--- config.mk ---
export PLATFORM = sky130hd
export DESIGN_NAME = psm_top
export DESIGN_NICKNAME = d
export VERILOG_FILES = /design/src/design/psm_pkg.sv /design/src/design/psm_ram.sv /design/src/design/psm_cmp.sv /design/src/design/psm_top.sv
export VERILOG_INCLUDE_DIRS = /design/src /design/src/design
export SDC_FILE = /design/constraint.sdc
export NUM_CORES = 1
export LEC_CHECK = 0
export BUFFER_PORTS_ARGS = -buffer_cell sky130_fd_sc_hd__buf_2
export CAP_MARGIN = 10
export CORE_ASPECT_RATIO = 0.5
export CORE_MARGIN = 4
export CORE_UTILIZATION = 59
export CTS_CLUSTER_DIAMETER = 150
export CTS_CLUSTER_SIZE = 20
export DETAILED_ROUTE_END_ITERATION = 12
export GPL_ROUTABILITY_DRIVEN = 1
export GPL_TIMING_DRIVEN = 0
export HOLD_SLACK_MARGIN = 0.02
export PLACE_DENSITY = 0.85
export SETUP_SLACK_MARGIN = 0.4
export SLEW_MARGIN = 20
export SYNTH_ARGS = -nofsm -noshare
export SYNTH_HDL_FRONTEND = slang
export SYNTH_SLANG_ARGS = --single-unit
--- constraint.sdc ---
create_clock -name clk_sys -period 8.8 [get_ports clk_sys]
set_clock_uncertainty 0.1 [all_clocks]
set_input_delay 0.88 -clock clk_sys [delete_from_list [all_inputs] [get_ports clk_sys]]
set_output_delay 0.88 -clock clk_sys [all_outputs]
set_load 0.05 [all_outputs]
--- src/design/psm_consts.svh ---
// constants for the pin state manager
`ifndef PSM_CONSTS_SVH
`define PSM_CONSTS_SVH
`define PSM_PIN_TRIES      2'h3
`define PSM_UNBLK_TRIES    4'hA
`define PSM_LC_PIN         8'h08
`define PSM_LC_UNBLK       8'h10
`define PSM_LC_EMPTY       8'h00
`define PSM_P1_PLAIN       8'h00
`define PSM_P1_RSVD        8'h01
`define PSM_P1_SUBST_BIT   7
`define PSM_REF_LSB        0
`define PSM_REF_MSB        4
`define PSM_RFU_MSB        6
`define PSM_RFU_LSB        5
`define PSM_USE_SUBST      8'h08
`define PSM_USE_NONE       8'h00
`define PSM_SW_OK          16'h9000
`define PSM_SW_TRIES       12'h63C
`define PSM_SW_BLOCKED     16'h6983
`define PSM_SW_COND        16'h6985
`define PSM_SW_LEN         16'h6700
`define PSM_SW_P1P2        16'h6A86
`define PSM_SW_REF         16'h6A88
`define PSM_NUM_PINS       4
`define PSM_IDX_W          2
`define PSM_PIN_W          64
`define PSM_BYTE_W         8
`define PSM_PIN_BYTES      8
`define PSM_RAM_WORDS      8
`define PSM_RAM_AW         3
`define PSM_PUK_BASE       3'h4
`endif

--- src/design/psm_pkg.sv ---
// types for the pin state manager
package psm_pkg;
  typedef enum logic [1:0] {
    psm_op_disable,
    psm_op_enable,
    psm_op_unblock
  } psm_op_t;
  typedef enum logic [2:0] {
    psm_idle,
    psm_rd_pin,
    psm_wt_pin,
    psm_rd_puk,
    psm_wt_puk,
    psm_exec,
    psm_done
  } psm_state_t;
endpackage

--- src/design/psm_ram.sv ---
// pin and unblock code value store, registered read
`timescale 1ns/1ps
`default_nettype none
`include "psm_consts.svh"
module psm_ram (
  input  wire logic                    clk_sys,
  input  wire logic                    clk_en,
  input  wire logic                    wr_en,
  input  wire logic [`PSM_RAM_AW-1:0]  wr_addr,
  input  wire logic [`PSM_PIN_W-1:0]   wr_data,
  input  wire logic [`PSM_RAM_AW-1:0]  rd_addr,
  output logic      [`PSM_PIN_W-1:0]   rd_data_ff
);
  logic [`PSM_PIN_W-1:0] mem_ff [`PSM_RAM_WORDS];
  always_ff @(posedge clk_sys) begin
    if (clk_en && wr_en) begin
      mem_ff[wr_addr] <= wr_data;
    end
  end
  always_ff @(posedge clk_sys) begin
    if (clk_en) begin
      rd_data_ff <= mem_ff[rd_addr];
    end
  end
endmodule
`default_nettype wire

--- src/design/psm_cmp.sv ---
// byte-wise comparison of a presented pin against the stored value
`timescale 1ns/1ps
`default_nettype none
`include "psm_consts.svh"
module psm_cmp (
  input  wire logic [`PSM_PIN_W-1:0] given,
  input  wire logic [`PSM_PIN_W-1:0] stored,
  output logic                       match
);
  logic [`PSM_PIN_BYTES-1:0] byte_eq;
  genvar gi;
  generate
    for (gi = 0; gi < `PSM_PIN_BYTES; gi++) begin : g_byte
      assign byte_eq[gi] = given[gi*`PSM_BYTE_W +: `PSM_BYTE_W] ==
                           stored[gi*`PSM_BYTE_W +: `PSM_BYTE_W];
    end
  endgenerate
  assign match = &byte_eq;
endmodule
`default_nettype wire

--- src/design/psm_top.sv ---
// pin disable, enable and unblock command interpreter
//
// Our own choices: the plain strobed port and the placing of the registers.
`timescale 1ns/1ps
`default_nettype none
`include "psm_consts.svh"
module psm_top
  import psm_pkg::*;
(
  input  wire logic                        clk_sys,
  input  wire logic                        sys_rst,
  input  wire logic                        clk_en,
  input  wire logic                        cmd_valid,
  input  wire psm_op_t                     cmd_op,
  input  wire logic [7:0]                  cmd_p1,
  input  wire logic [7:0]                  cmd_p2,
  input  wire logic [7:0]                  cmd_lc,
  input  wire logic [`PSM_PIN_W-1:0]       cmd_data_a,
  input  wire logic [`PSM_PIN_W-1:0]       cmd_data_b,
  output logic                             cmd_ready,
  input  wire logic                        nv_load,
  input  wire logic [`PSM_NUM_PINS*8-1:0]  nv_image_in,
  output logic      [`PSM_NUM_PINS*8-1:0]  nv_image_out,
  input  wire logic                        pin_wr_en,
  input  wire logic [`PSM_RAM_AW-1:0]      pin_wr_addr,
  input  wire logic [`PSM_PIN_W-1:0]       pin_wr_data,
  input  wire logic                        session_clr,
  output logic                             rsp_valid_ff,
  output logic [15:0]                      rsp_sw_ff,
  output logic [`PSM_NUM_PINS-1:0]         pin_enabled_ff,
  output logic [`PSM_NUM_PINS-1:0]         pin_blocked_ff,
  output logic [`PSM_NUM_PINS-1:0]         puk_blocked_ff,
  output logic [`PSM_NUM_PINS-1:0]         pin_verified_ff,
  output logic [`PSM_NUM_PINS-1:0]         access_granted,
  output logic                             any_disabled,
  output logic [7:0]                       subst_usage_ff,
  output logic [4:0]                       subst_ref_ff,
  output logic [`PSM_IDX_W-1:0]            subst_pin_ff,
  output logic                             subst_active_ff,
  output logic                             se_reeval_ff
);
  psm_state_t state_ff;
  psm_state_t nxt_state;
  psm_op_t    op_ff;
  logic [7:0] p1_ff;
  logic [`PSM_IDX_W-1:0] idx_ff;
  logic [`PSM_PIN_W-1:0] data_a_ff;
  logic [`PSM_PIN_W-1:0] data_b_ff;
  logic [1:0] pin_cnt_ff [`PSM_NUM_PINS];
  logic [3:0] puk_cnt_ff [`PSM_NUM_PINS];
  logic       pin_match_ff;
  logic       puk_match_ff;
  logic [`PSM_RAM_AW-1:0] rd_addr;
  logic [`PSM_PIN_W-1:0]  rd_data;
  logic                   ram_we;
  logic [`PSM_RAM_AW-1:0] ram_waddr;
  logic [`PSM_PIN_W-1:0]  ram_wdata;
  logic                   cmp_match;
  logic                   do_store;
  logic                   bad_ref;
  logic                   bad_p1;
  logic                   bad_len;
  logic [15:0]            sw_calc;
  logic [1:0]             pin_dec;
  logic [3:0]             puk_dec;
  logic [`PSM_IDX_W-1:0]  cmd_idx;
  logic [7:0]             cmd_lc_ff;
  logic [7:0]             p2_ff;

  assign cmd_idx = cmd_p2[`PSM_IDX_W-1:0];
  assign cmd_ready = (state_ff == psm_idle);

  psm_ram u_ram (
    .clk_sys    (clk_sys),
    .clk_en     (clk_en),
    .wr_en      (ram_we),
    .wr_addr    (ram_waddr),
    .wr_data    (ram_wdata),
    .rd_addr    (rd_addr),
    .rd_data_ff (rd_data)
  );

  psm_cmp u_cmp (
    .given  (data_a_ff),
    .stored (rd_data),
    .match  (cmp_match)
  );

  // pin value lives at idx, unblock code at idx plus base
  assign rd_addr = (state_ff == psm_rd_puk || state_ff == psm_wt_puk) ?
                   (`PSM_PUK_BASE | {1'b0, idx_ff}) : {1'b0, idx_ff};
  assign do_store = (state_ff == psm_exec) && (op_ff == psm_op_unblock) &&
                    (cmd_lc_ff == `PSM_LC_UNBLK) && puk_match_ff &&
                    !puk_blocked_ff[idx_ff];
  assign ram_we    = do_store || pin_wr_en;
  assign ram_waddr = do_store ? {1'b0, idx_ff} : pin_wr_addr;
  assign ram_wdata = do_store ? data_b_ff : pin_wr_data;

  always_ff @(posedge clk_sys) begin
    if (sys_rst) begin
      op_ff     <= psm_op_disable;
      p1_ff     <= 8'h00;
      p2_ff     <= 8'h00;
      cmd_lc_ff <= 8'h00;
      idx_ff    <= '0;
      data_a_ff <= '0;
      data_b_ff <= '0;
    end else if (clk_en && cmd_valid && cmd_ready) begin
      op_ff     <= cmd_op;
      p1_ff     <= cmd_p1;
      p2_ff     <= cmd_p2;
      cmd_lc_ff <= cmd_lc;
      idx_ff    <= cmd_idx;
      data_a_ff <= cmd_data_a;
      data_b_ff <= cmd_data_b;
    end
  end

  // parameter checks on the latched command
  assign bad_ref = (p2_ff[`PSM_REF_MSB:`PSM_REF_LSB] == 5'h00) ||
                   (p2_ff[`PSM_RFU_MSB:`PSM_RFU_LSB] != 2'h0) ||
                   (p2_ff[`PSM_REF_MSB:`PSM_REF_LSB] > 5'(`PSM_NUM_PINS));
  always_comb begin
    bad_p1 = 1'b0;
    if (op_ff == psm_op_disable) begin
      bad_p1 = (p1_ff == `PSM_P1_RSVD) ||
               (p1_ff[`PSM_RFU_MSB:`PSM_RFU_LSB] != 2'h0) ||
               (p1_ff != `PSM_P1_PLAIN && !p1_ff[`PSM_P1_SUBST_BIT]) ||
               (p1_ff[`PSM_P1_SUBST_BIT] &&
                p1_ff[`PSM_REF_MSB:`PSM_REF_LSB] == 5'h00);
    end else if (op_ff == psm_op_enable) begin
      bad_p1 = (p1_ff != `PSM_P1_PLAIN);
    end else begin
      bad_p1 = (p1_ff != `PSM_P1_PLAIN);
    end
  end
  assign bad_len = (op_ff == psm_op_unblock) ?
                   (cmd_lc_ff != `PSM_LC_UNBLK && cmd_lc_ff != `PSM_LC_EMPTY) :
                   (cmd_lc_ff != `PSM_LC_PIN);

  always_comb begin
    nxt_state = state_ff;
    case (state_ff)
      psm_idle:   if (cmd_valid) nxt_state = (cmd_op == psm_op_unblock) ? psm_rd_puk : psm_rd_pin;
      psm_rd_pin: nxt_state = psm_wt_pin;
      psm_wt_pin: nxt_state = psm_exec;
      psm_rd_puk: nxt_state = psm_wt_puk;
      psm_wt_puk: nxt_state = psm_exec;
      psm_exec:   nxt_state = psm_done;
      psm_done:   nxt_state = psm_idle;
      default:    nxt_state = psm_idle;
    endcase
  end

  always_ff @(posedge clk_sys) begin
    if (sys_rst) begin
      state_ff <= psm_idle;
    end else if (clk_en) begin
      state_ff <= nxt_state;
    end
  end

  // result of the registered comparison, taken once read data has settled
  always_ff @(posedge clk_sys) begin
    if (sys_rst) begin
      pin_match_ff <= 1'b0;
      puk_match_ff <= 1'b0;
    end else if (clk_en) begin
      if (state_ff == psm_wt_pin) begin
        pin_match_ff <= cmp_match;
      end
      if (state_ff == psm_wt_puk) begin
        puk_match_ff <= cmp_match;
      end
    end
  end

  assign pin_dec = pin_cnt_ff[idx_ff] - 2'h1;
  assign puk_dec = puk_cnt_ff[idx_ff] - 4'h1;

  // status word of the command being executed
  always_comb begin
    sw_calc = `PSM_SW_OK;
    if (bad_ref) begin
      sw_calc = `PSM_SW_REF;
    end else if (bad_len) begin
      sw_calc = `PSM_SW_LEN;
    end else if (bad_p1) begin
      sw_calc = `PSM_SW_P1P2;
    end else begin
      case (op_ff)
        psm_op_disable: begin
          if (pin_blocked_ff[idx_ff] || !pin_enabled_ff[idx_ff]) begin
            sw_calc = `PSM_SW_COND;
          end else if (!pin_match_ff) begin
            sw_calc = (pin_dec == 2'h0) ? `PSM_SW_BLOCKED : {`PSM_SW_TRIES, 2'h0, pin_dec};
          end
        end
        psm_op_enable: begin
          if (pin_blocked_ff[idx_ff] || pin_enabled_ff[idx_ff]) begin
            sw_calc = `PSM_SW_COND;
          end else if (!pin_match_ff) begin
            sw_calc = (pin_dec == 2'h0) ? `PSM_SW_BLOCKED : {`PSM_SW_TRIES, 2'h0, pin_dec};
          end
        end
        psm_op_unblock: begin
          if (cmd_lc_ff == `PSM_LC_EMPTY) begin
            sw_calc = {`PSM_SW_TRIES, puk_cnt_ff[idx_ff]};
          end else if (puk_blocked_ff[idx_ff]) begin
            sw_calc = `PSM_SW_BLOCKED;
          end else if (!puk_match_ff) begin
            sw_calc = {`PSM_SW_TRIES, puk_dec};
          end
        end
        default: sw_calc = `PSM_SW_OK;
      endcase
    end
  end

  logic exec_ok;
  assign exec_ok = (state_ff == psm_exec) && !bad_ref && !bad_len && !bad_p1;

  // per-pin counters and states
  genvar gi;
  generate
    for (gi = 0; gi < `PSM_NUM_PINS; gi++) begin : g_pin
      logic sel;
      assign sel = exec_ok && (idx_ff == `PSM_IDX_W'(gi));
      always_ff @(posedge clk_sys) begin
        if (sys_rst) begin
          pin_cnt_ff[gi]     <= `PSM_PIN_TRIES;
          puk_cnt_ff[gi]     <= `PSM_UNBLK_TRIES;
          pin_enabled_ff[gi] <= 1'b1;
          pin_blocked_ff[gi] <= 1'b0;
          puk_blocked_ff[gi] <= 1'b0;
        end else if (clk_en && nv_load) begin
          pin_cnt_ff[gi]     <= nv_image_in[gi*8 +: 2];
          puk_cnt_ff[gi]     <= nv_image_in[gi*8+2 +: 4];
          pin_enabled_ff[gi] <= nv_image_in[gi*8+6];
          pin_blocked_ff[gi] <= nv_image_in[gi*8+7];
          puk_blocked_ff[gi] <= (nv_image_in[gi*8+2 +: 4] == 4'h0);
        end else if (clk_en && sel) begin
          case (op_ff)
            psm_op_disable: begin
              if (pin_enabled_ff[gi] && !pin_blocked_ff[gi]) begin
                if (pin_match_ff) begin
                  pin_cnt_ff[gi]     <= `PSM_PIN_TRIES;
                  pin_enabled_ff[gi] <= 1'b0;
                end else begin
                  pin_cnt_ff[gi] <= pin_dec;
                  if (pin_dec == 2'h0) begin
                    pin_blocked_ff[gi] <= 1'b1;
                  end
                end
              end
            end
            psm_op_enable: begin
              if (!pin_enabled_ff[gi] && !pin_blocked_ff[gi]) begin
                if (pin_match_ff) begin
                  pin_cnt_ff[gi]     <= `PSM_PIN_TRIES;
                  pin_enabled_ff[gi] <= 1'b1;
                end else begin
                  pin_cnt_ff[gi] <= pin_dec;
                  if (pin_dec == 2'h0) begin
                    pin_blocked_ff[gi] <= 1'b1;
                    pin_enabled_ff[gi] <= 1'b1;
                  end
                end
              end
            end
            psm_op_unblock: begin
              if (cmd_lc_ff == `PSM_LC_UNBLK && !puk_blocked_ff[gi]) begin
                if (puk_match_ff) begin
                  puk_cnt_ff[gi]     <= `PSM_UNBLK_TRIES;
                  pin_cnt_ff[gi]     <= `PSM_PIN_TRIES;
                  pin_enabled_ff[gi] <= 1'b1;
                  pin_blocked_ff[gi] <= 1'b0;
                end else begin
                  puk_cnt_ff[gi] <= puk_dec;
                  if (puk_dec == 4'h0) begin
                    puk_blocked_ff[gi] <= 1'b1;
                  end
                end
              end
            end
            default: pin_cnt_ff[gi] <= pin_cnt_ff[gi];
          endcase
        end
      end
      always_ff @(posedge clk_sys) begin
        if (sys_rst) begin
          pin_verified_ff[gi] <= 1'b0;
        end else if (clk_en) begin
          if (sel && op_ff == psm_op_unblock && do_store) begin
            pin_verified_ff[gi] <= 1'b1;
          end else if (session_clr) begin
            pin_verified_ff[gi] <= 1'b0;
          end
        end
      end
      assign nv_image_out[gi*8 +: 8] = {pin_blocked_ff[gi], pin_enabled_ff[gi],
                                        puk_cnt_ff[gi], pin_cnt_ff[gi]};
      // disabled grants (blocked or not) unless it is the active substitute pin; enabled needs verification and no block
      assign access_granted[gi] = (!pin_enabled_ff[gi] &&
                                   !(subst_active_ff && subst_pin_ff == `PSM_IDX_W'(gi))) ||
                                  (pin_enabled_ff[gi] && !pin_blocked_ff[gi] &&
                                   pin_verified_ff[gi]);
    end
  endgenerate

  assign any_disabled = ~&pin_enabled_ff;

  // substitute key usage qualifier
  always_ff @(posedge clk_sys) begin
    if (sys_rst) begin
      subst_usage_ff  <= `PSM_USE_NONE;
      subst_ref_ff    <= 5'h00;
      subst_pin_ff    <= '0;
      subst_active_ff <= 1'b0;
    end else if (clk_en && exec_ok && sw_calc == `PSM_SW_OK) begin
      if (op_ff == psm_op_disable && p1_ff[`PSM_P1_SUBST_BIT]) begin
        subst_usage_ff  <= `PSM_USE_SUBST;
        subst_ref_ff    <= p1_ff[`PSM_REF_MSB:`PSM_REF_LSB];
        subst_pin_ff    <= idx_ff;
        subst_active_ff <= 1'b1;
      end else if (op_ff == psm_op_enable && subst_active_ff && subst_pin_ff == idx_ff) begin
        subst_usage_ff  <= `PSM_USE_NONE;
        subst_active_ff <= 1'b0;
      end
    end
  end

  // response and security environment pulse
  always_ff @(posedge clk_sys) begin
    if (sys_rst) begin
      rsp_valid_ff <= 1'b0;
      rsp_sw_ff    <= 16'h0000;
      se_reeval_ff <= 1'b0;
    end else if (clk_en) begin
      rsp_valid_ff <= (state_ff == psm_exec);
      se_reeval_ff <= exec_ok && sw_calc == `PSM_SW_OK &&
                      op_ff != psm_op_unblock;
      if (state_ff == psm_exec) begin
        rsp_sw_ff <= sw_calc;
      end
    end
  end
endmodule
`default_nettype wire

==> results of run 1 <==
-- worst min-delay path by stage --
| stage | slack [ns] | to | from |
|---|---|---|---|
| after floorplan | 0.33 | data_b_ff[0]$_SDFFE_PP0P_ | data_b_ff[0]$_SDFFE_PP0P_ |
| after global placement | 0.34 | data_b_ff[21]$_SDFFE_PP0P_ | data_b_ff[21]$_SDFFE_PP0P_ |
| after detailed placement | 0.35 | data_b_ff[55]$_SDFFE_PP0P_ | data_b_ff[55]$_SDFFE_PP0P_ |
| after CTS | 0.36 | data_b_ff[55]$_SDFFE_PP0P_ | data_b_ff[55]$_SDFFE_PP0P_ |
| after global routing | 0.38 | data_b_ff[7]$_SDFFE_PP0P_ | data_b_ff[7]$_SDFFE_PP0P_ |
| final | 0.36 | data_b_ff[31]$_SDFFE_PP0P_ | data_b_ff[31]$_SDFFE_PP0P_ |
-- Yosys cell counts, types with 17 or more instances --
cell,instances,area [sq um]
a21oi_1,193,966
mux4_2,137,3090
xor2_1,66,578
clkbuf_1,101,379
edfxtp_1,600,18000
nor3_1,24,120
buf_1,18,67.6
buf_4,21,158
nand3_1,18,90.1
dfxtp_1,198,3960
inv_1,17,63.8
nand2_1,360,1350
mux2_2,128,1440
nor4_1,22,138
o21ai_0,28,140
nor2_1,65,244
-- cells by family after synthesis --
family                     synth area share
buffers and inverters                0.0225
muxes                                 0.142
adders and majority gates           0.00385
AOI/OAI and AO/OA                    0.0598
DFF                                   0.677
xor gates and xnor gates             0.0189
other                              0.000116
and+or+nand+nor                      0.0758
-- per-stage QoR --
stage | power [uW] | TNS (ns) | cells
3_3_place_gp | 4930 | -596.61 | 3266
6_report | 7110 | 0 | 3392
3_5_place_dp | 4960 | 0 | 3304
5_1_grt | 7330 | 0 | 3389
2_1_floorplan | 4690 | 0 | 2216
4_1_cts | 7100 | 0 | 3388
-- worst max-delay path: stages (launching register included) --
cell      delay, ns
dfxtp_1        0.48
ha_1           0.21
clkbuf_1       0.37
nand2_1        0.29
or4_1          0.68
buf_2          0.32
nor2_1         0.14
o21ai_1        0.28
nor3_2         0.68
buf_6          0.24
buf_4          0.20
buf_4          0.23
buf_4          0.23
-- cell type report --
| type | instances | area (sq um) | share of cell area |
|---|---|---|---|
| flip-flops and latches | 798 | 22000 | 0.592 |
| multi-input cells | 1250 | 9840 | 0.265 |
| repair buffers | 375 | 2310 | 0.0622 |
| clock buffers | 82 | 1300 | 0.0349 |
| well taps | 713 | 892 | 0.0240 |
| plain buffers | 151 | 671 | 0.0181 |
| inverters | 17 | 63.8 | 0.00172 |
| clock inverters | 2 | 36.3 | 0.000978 |
| diodes | 4 | 10.0 | 0.000270 |
-- layout by cell type, fill, tap and decap left out, types with 9 or more instances in the layout --
master     Yosys  layout
clkbuf_16      0      46
clkbuf_1     101     134
nand4_1       10      10
buf_16         0       9
a21oi_1      193     193
mux2_2       128     128
a211oi_1      10      10
conb_1         1       9
buf_4         21      36
o21ai_1       15      14
xor2_1        66      66
nor4_1        22      22
nand3_1       18      18
edfxtp_1     600     600
nor2_1        65      59
a22oi_1        9       9
dfxtp_1      198     198
nand2b_1       9       9
buf_12         0      11
inv_1         17      17
buf_2         10     346
nand2_1      360     360
nor3_1        24      22
ha_1          10      10
o21ai_0       28      28
buf_1         18      16
mux4_2       137     137
-- per-layer routing --
layer	track usage	part of all wire	up-vias	wire (microns)
met5	0	0.00014	-	13
met1	0.376	0.35	10500	31100
met3	0.0680	0.11	286	10100
met4	0.132	0.049	2	4390
met2	0.504	0.49	1611	44500
li1	-	-	9158	-
-- registers in the layout, indices dropped and copies added (netlist names), named ones only --
name,count
u_ram.mem_ff,512
data_a_ff,64
data_b_ff,64
u_ram.rd_data_ff,64
puk_cnt_ff,16
rsp_sw_ff,12
cmd_lc_ff,8
nv_image_out,8
p1_ff,8
pin_cnt_ff,8
p2_ff,6
subst_ref_ff,5
pin_verified_ff,4
puk_blocked_ff,4
state_ff,3
op_ff,2
subst_pin_ff,2
idx_ff,1
pin_match_ff,1
puk_match_ff,1
rsp_valid_ff,1
se_reeval_ff,1
subst_active_ff,1
-- power groups by stage --
stage | combinational (uW) | clock [uW] | sequential, uW
3_3_place_gp | 670 | 0 | 4260
3_5_place_dp | 703 | 0 | 4260
5_1_grt | 766 | 2380 | 4180
6_report | 723 | 2210 | 4180
2_1_floorplan | 397 | 0 | 4290
4_1_cts | 712 | 2220 | 4170
==> run summary, run 1 <==
The clock transition at the registers of the reported paths is 0.09 ns. The worst register-to-register path ends at u_ram.mem_ff[5][21]$_DFFE_PP_. The post-layout instance area is 37100 sq um. The maximum level of the CTS H-tree is 2. The number of buffers added by the clock tree synthesis step is 45. The number of setup violations in the final report is 0.

The sequential share of power is 0.587. The highest ir drop seen on vdd came out at 0.189 mV. The die is 174 microns tall. The share of synthesized flip-flops with an asynchronous set or reset came out at 0. After filler insertion, the fill cell instance count of the layout stands at 3380. Setup repair after global routing left no endpoint under its margin. Once the clock tree was built, the resizer swapped 0 gates to a different size.

STA puts the critical path data required time at 9.00 ns. The clock share of power came out at 0.311. The placement row count is 60. The critical path is of the reg -> reg type. The final count of pins violating max slew was 0. TritonCTS built the clock tree. The leakage power total is 0.0127 uW. The period utilization came out at 0.540.

Hold is met by 0.356 ns. The root buffer cell chosen for the clock tree is clkbuf_16. Summed over all layers, the global routing overflow is 0. The effective utilization at floorplan is 0.601. The depth of the worst hold-timing path is 2. The overall track demand over capacity in global routing came out at 0.299.

Compared with the post-synthesis result, the final layout area differs by 14.3%. The run finished with clean final reports. The areal power density over the cells came out at 192 nW/um^2.

The worst setup slack before clock tree synthesis came out at 4.15 ns. The number of global-route vias before repair is 21600. The power dissipated by switching net loads is 1730 uW. The final layout contains 2908 nets. The sequential-to-total area share from yosys stat is 0.677. The detailed-route vias per instance came out at 6.36. The post-synthesis sequential element count is 798. The most used flip-flop cell after synthesis is edfxtp_1.

The source-to-sink clock delay at the later pin of the worst-skew pair came out at 0.60 ns. The highest fanout seen on the critical path is 10. The post-CTS setup repair buffer count is 0. The HPWL after detailed placement is 62400 microns.

The routed wire length is 90100 microns. Setup slack on the critical path of the routed design comes to 4.05 ns. The total of max-cap violations came out at 0. For the pin with the worst max-slew slack, the measured transition is 1.25 ns. Tracing the worst setup path back leads to its startpoint at op_ff[1]$_SDFFE_PP0P_. The average footprint of a synthesized cell came out at 14.7 sq um. The final critical delay including setup and external delays is 4.75 ns.

STA classifies the critical path endpoint as a register. After detailed routing, the number of remaining DRC violations is 0. The relative contribution of combinational cells to total power is 0.102. The via count of the routed design is 21600. The share of layout cells above drive strength 1 is 0.280.

The standard cell area after detailed placement is 35800 sq um. The cell internal power dissipation is 5390 uW. The depth of the most critical reg-to-reg path came out at 12. Hold repair after CTS inserted 0 buffers. The critical path data arrival time came out at 4.96 ns. The count of cell types in the netlist is 74. The initial antenna violation count came out at 4. The startpoint identified for the worst register-to-register timing path is op_ff[1]$_SDFFE_PP0P_. Timing would allow up to 0.210 GHz. The maximum number of pins on one net before global-route repair came out at 42.

The number of nets still failing antenna checks after routing is 0. The buffer levels on the longest clock path is 3. The share of the core filled with cells in the final layout is 0.686. The max-slew headroom at the worst pin is 0.166. The number of warning messages in the yosys log is 0. In this run the worst setup path terminates at u_ram.mem_ff[5][21]$_DFFE_PP_. The count of buffers from port buffering is 337. The worst min-delay path category is reg -> reg. The element type at the critical path start is a register. The area of the core is 54100 sq um. The final number of hold-violating endpoints came out at 0. The detailed router finished its first iteration with 3083 violations.

The die boundary width came out at 340 microns. The die outline area is 59100 sq um. After detailed routing, the average wire length per cell comes to 26.6 microns.

The tree built by TritonCTS fans out to 798 sinks. The slack of the worst reg-to-reg path came out at 4.05 ns. The iteration count of the initial detailed-routing pass came out at 6. In this run, synthesis inferred 600 flip-flops with an integrated enable. The area of the mapped netlist came out at 32500 sq um. Synthesis produced 2208 cells. The final weighted congestion of routability-driven global placement came out at 0.934. The top-level port count is 348. Of the total power, the share spent switching nets is 0.243.

The first-pass GRT wire length is 133000 microns.
Note: power is estimated with default switching activity, not from simulation.
==> inputs of run 2 (changes only) <==
- clock period: 8.8 -> 4.9 ns (I/O delays scaled with it)
==> run summary, run 2 (synthesized netlist as in run 1, its figures left out) <==
From left edge to right edge, the die measures 340 microns. The overall track demand over capacity in global routing is 0.306. The final number of hold-violating endpoints came out at 0. The highest ir drop seen on vdd came out at 0.242 mV. The count of buffers from port buffering came out at 337. The met1 demand-to-capacity share in global routing came out at 0.387.

In the layout the commonest cells are 600 x edfxtp_1, 360 x nand2_1, 346 x buf_2. At the placement stage, the worst setup path has a slack of 0.662 ns. The placed instances occupy a cell area of 35800 sq um.

Ranked by flip-flop count, first place goes to u_ram.mem_ff. After layout, the worst setup slack is 0.557 ns. The number of nets still failing antenna checks after routing came out at 0. Setup violations remaining at the end of the flow were counted as 0. Summed over all cells, the static leakage comes to 0.0127 uW. The share of the core filled with cells in the final layout is 0.690.

The critical path data arrival time came out at 4.54 ns. The period utilization is 0.886. For the final routed database, the setup TNS stands at 0 ns.

In the final layout, the share of cells above drive strength 1 is 0.276. The count of filler cells inserted in the layout is 3368. Setup repair after global routing left no endpoint under its margin. The top-level port count is 348. For this run, the detailed router's first-pass iteration total came to 5.

The die outline area is 59100 sq um. The region available for standard cell placement spans 54100 sq um. The number of flip-flops in the largest register came out at 512.

The final weighted congestion of routability-driven global placement came out at 0.935. The buffer levels on the longest clock path is 3. The worst register-to-register path ends at u_ram.mem_ff[0][32]$_DFFE_PP_. The tree is rooted in a clkbuf_16. The slack of the worst reg-to-reg path is 0.56 ns. The number of buffers added by the clock tree synthesis step is 45.

The layout-stage area growth over the synthesis result came out at 14.8%. The final layout contains 2919 nets. The routed design has 94000 microns of wire.

The placed wire-length estimate is 63600 microns. The final critical delay including setup and external delays is 4.34 ns. After routing the design area is 37300 sq um.

In the final routed layout, each cell accounts on average for 27.6 microns. The clock tree synthesis step divided the H-tree into 2 levels. The first global-routing pass estimated 136000 microns of wire.

The highest fanout seen on the critical path is 20. The most common library cell in the layout ignoring fill and taps is edfxtp_1. The upper clock frequency limit is 0.230 GHz. The starting DRC count in detailed routing is 3034. The path with the worst hold slack has its endpoint at data_b_ff[36]$_SDFFE_PP0P_. The global-route track usage on met3 came out at 0.0598.

For this run, global-route usage on met2 was measured as 0.522. The max-slew headroom at the worst pin is 0.202. The total of cells resized after clock tree synthesis is 0. The clock transition at the registers of the reported paths is 0.09 ns. The worst setup path is launched from a register. The initial antenna violation count was 1. The slew of the pin with the lowest slew margin came out at 1.19 ns.

The number of global-route vias before repair came out at 21900. The source-to-sink clock delay at the later pin of the worst-skew pair is 0.60 ns. The maximum number of pins on one net before global-route repair is 36.

The floorplan has 60 rows. The effective utilization at floorplan is 0.601. In this run the worst hold path is classified as in -> reg. The aggregate global routing overflow came out at 0. The path type of the worst setup path is reg -> reg. The total of max-cap violations came out at 0.

The run finished with clean final reports. The areal power density over the cells is 343 nW/um^2. In this run the critical register-to-register path is launched from op_ff[1]$_SDFFE_PP0P_. The final count of pins violating max slew came to 0. For this design, the sink count on the clock tree is 798. STA classifies the critical path endpoint as a register. The via count of the routed design is 22100. The startpoint identified for the worst hold timing path is cmd_data_b[36]. The overall power consumption came out at 12800 uW. The required arrival time at the worst endpoint came out at 5.10 ns. The layer flagged by global routing as most heavily used is met2.

Along the worst hold path, the cell count comes to 3. TritonCTS built the clock tree. The remaining routing DRC violations came out at 0. Dividing the detail-routed via count by the number of cells gives 6.50.

The vertical extent of the die is 174 microns. The number of cells on the worst reg-to-reg path is 11.
[run 2: worst max-delay path by stage]
stage | start | to | cells past startpoint
final | op_ff[1]$_SDFFE_PP0P_ | u_ram.mem_ff[0][32]$_DFFE_PP_ | 11
after CTS | op_ff[1]$_SDFFE_PP0P_ | u_ram.mem_ff[5][9]$_DFFE_PP_ | 11
after global routing | op_ff[0]$_SDFFE_PP0P_ | u_ram.mem_ff[7][10]$_DFFE_PP_ | 11
after global placement | clk_en | u_ram.mem_ff[6][26]$_DFFE_PP_ | 5
after floorplan | puk_blocked_ff[3]$_SDFFE_PP0P_ | u_ram.mem_ff[2][0]$_DFFE_PP_ | 6
after detailed placement | clk_en | puk_cnt_ff[2][1]$_SDFFCE_PN1P_ | 10
[run 2: repair_timing]
item                       4_1_cts  5_1_grt
hold buffers                    17        0
setup endpoints to repair        0        6
hold endpoints to repair        17        0
setup buffers                    0        1
[run 2: critical path: stages, from the launching register on]
cell      delay, ns
dfxtp_1        0.48
ha_1           0.22
clkbuf_1       0.33
nand2_1        0.29
or4_1          0.69
buf_2          0.31
buf_1          0.31
nor2_1         0.15
a21oi_1        0.12
nor2_4         0.53
buf_16         0.25
buf_16         0.20
[run 2: metrics by stage]
step / instances / hold slack (ns)
after detailed placement: 3297 / 0.343
final: 3398 / 0.0272
after global routing: 3398 / 0.0236
after CTS: 3396 / 0.0203
after global placement: 3266 / 0.339
after floorplan: 2216 / 0.334
[run 2: per-layer routing]
metal  vias to the layer above  wire length, microns
met5                         -                    13
met4                         2                  4970
met3                       350                 10100
met2                      1805                 46600
met1                     10800                 32300
li1                       9177                     -
[run 2: power by group]
group / total, uW / internal, uW / switching [uW] / leakage (uW)
Sequential: 7500 / 7400 / 97.8 / 0.00710
Clock: 3950 / 1780 / 2170 / 0.000621
Combinational: 1320 / 465 / 857 / 0.00502
Total: 12800 / 9650 / 3130 / 0.0127
[run 2: final cells by class]
class,instances,area [sq um],share of cell area
antenna,1,2.50,0.0000671
clock inverter,2,40.0,0.00107
clock buffer,80,1270,0.0340
timing repair buffer,386,2500,0.0670
buffer,151,671,0.0180
tap,713,892,0.0239
multi-input combinational,1250,9860,0.264
sequential,798,22000,0.590
inverter,17,63.8,0.00171
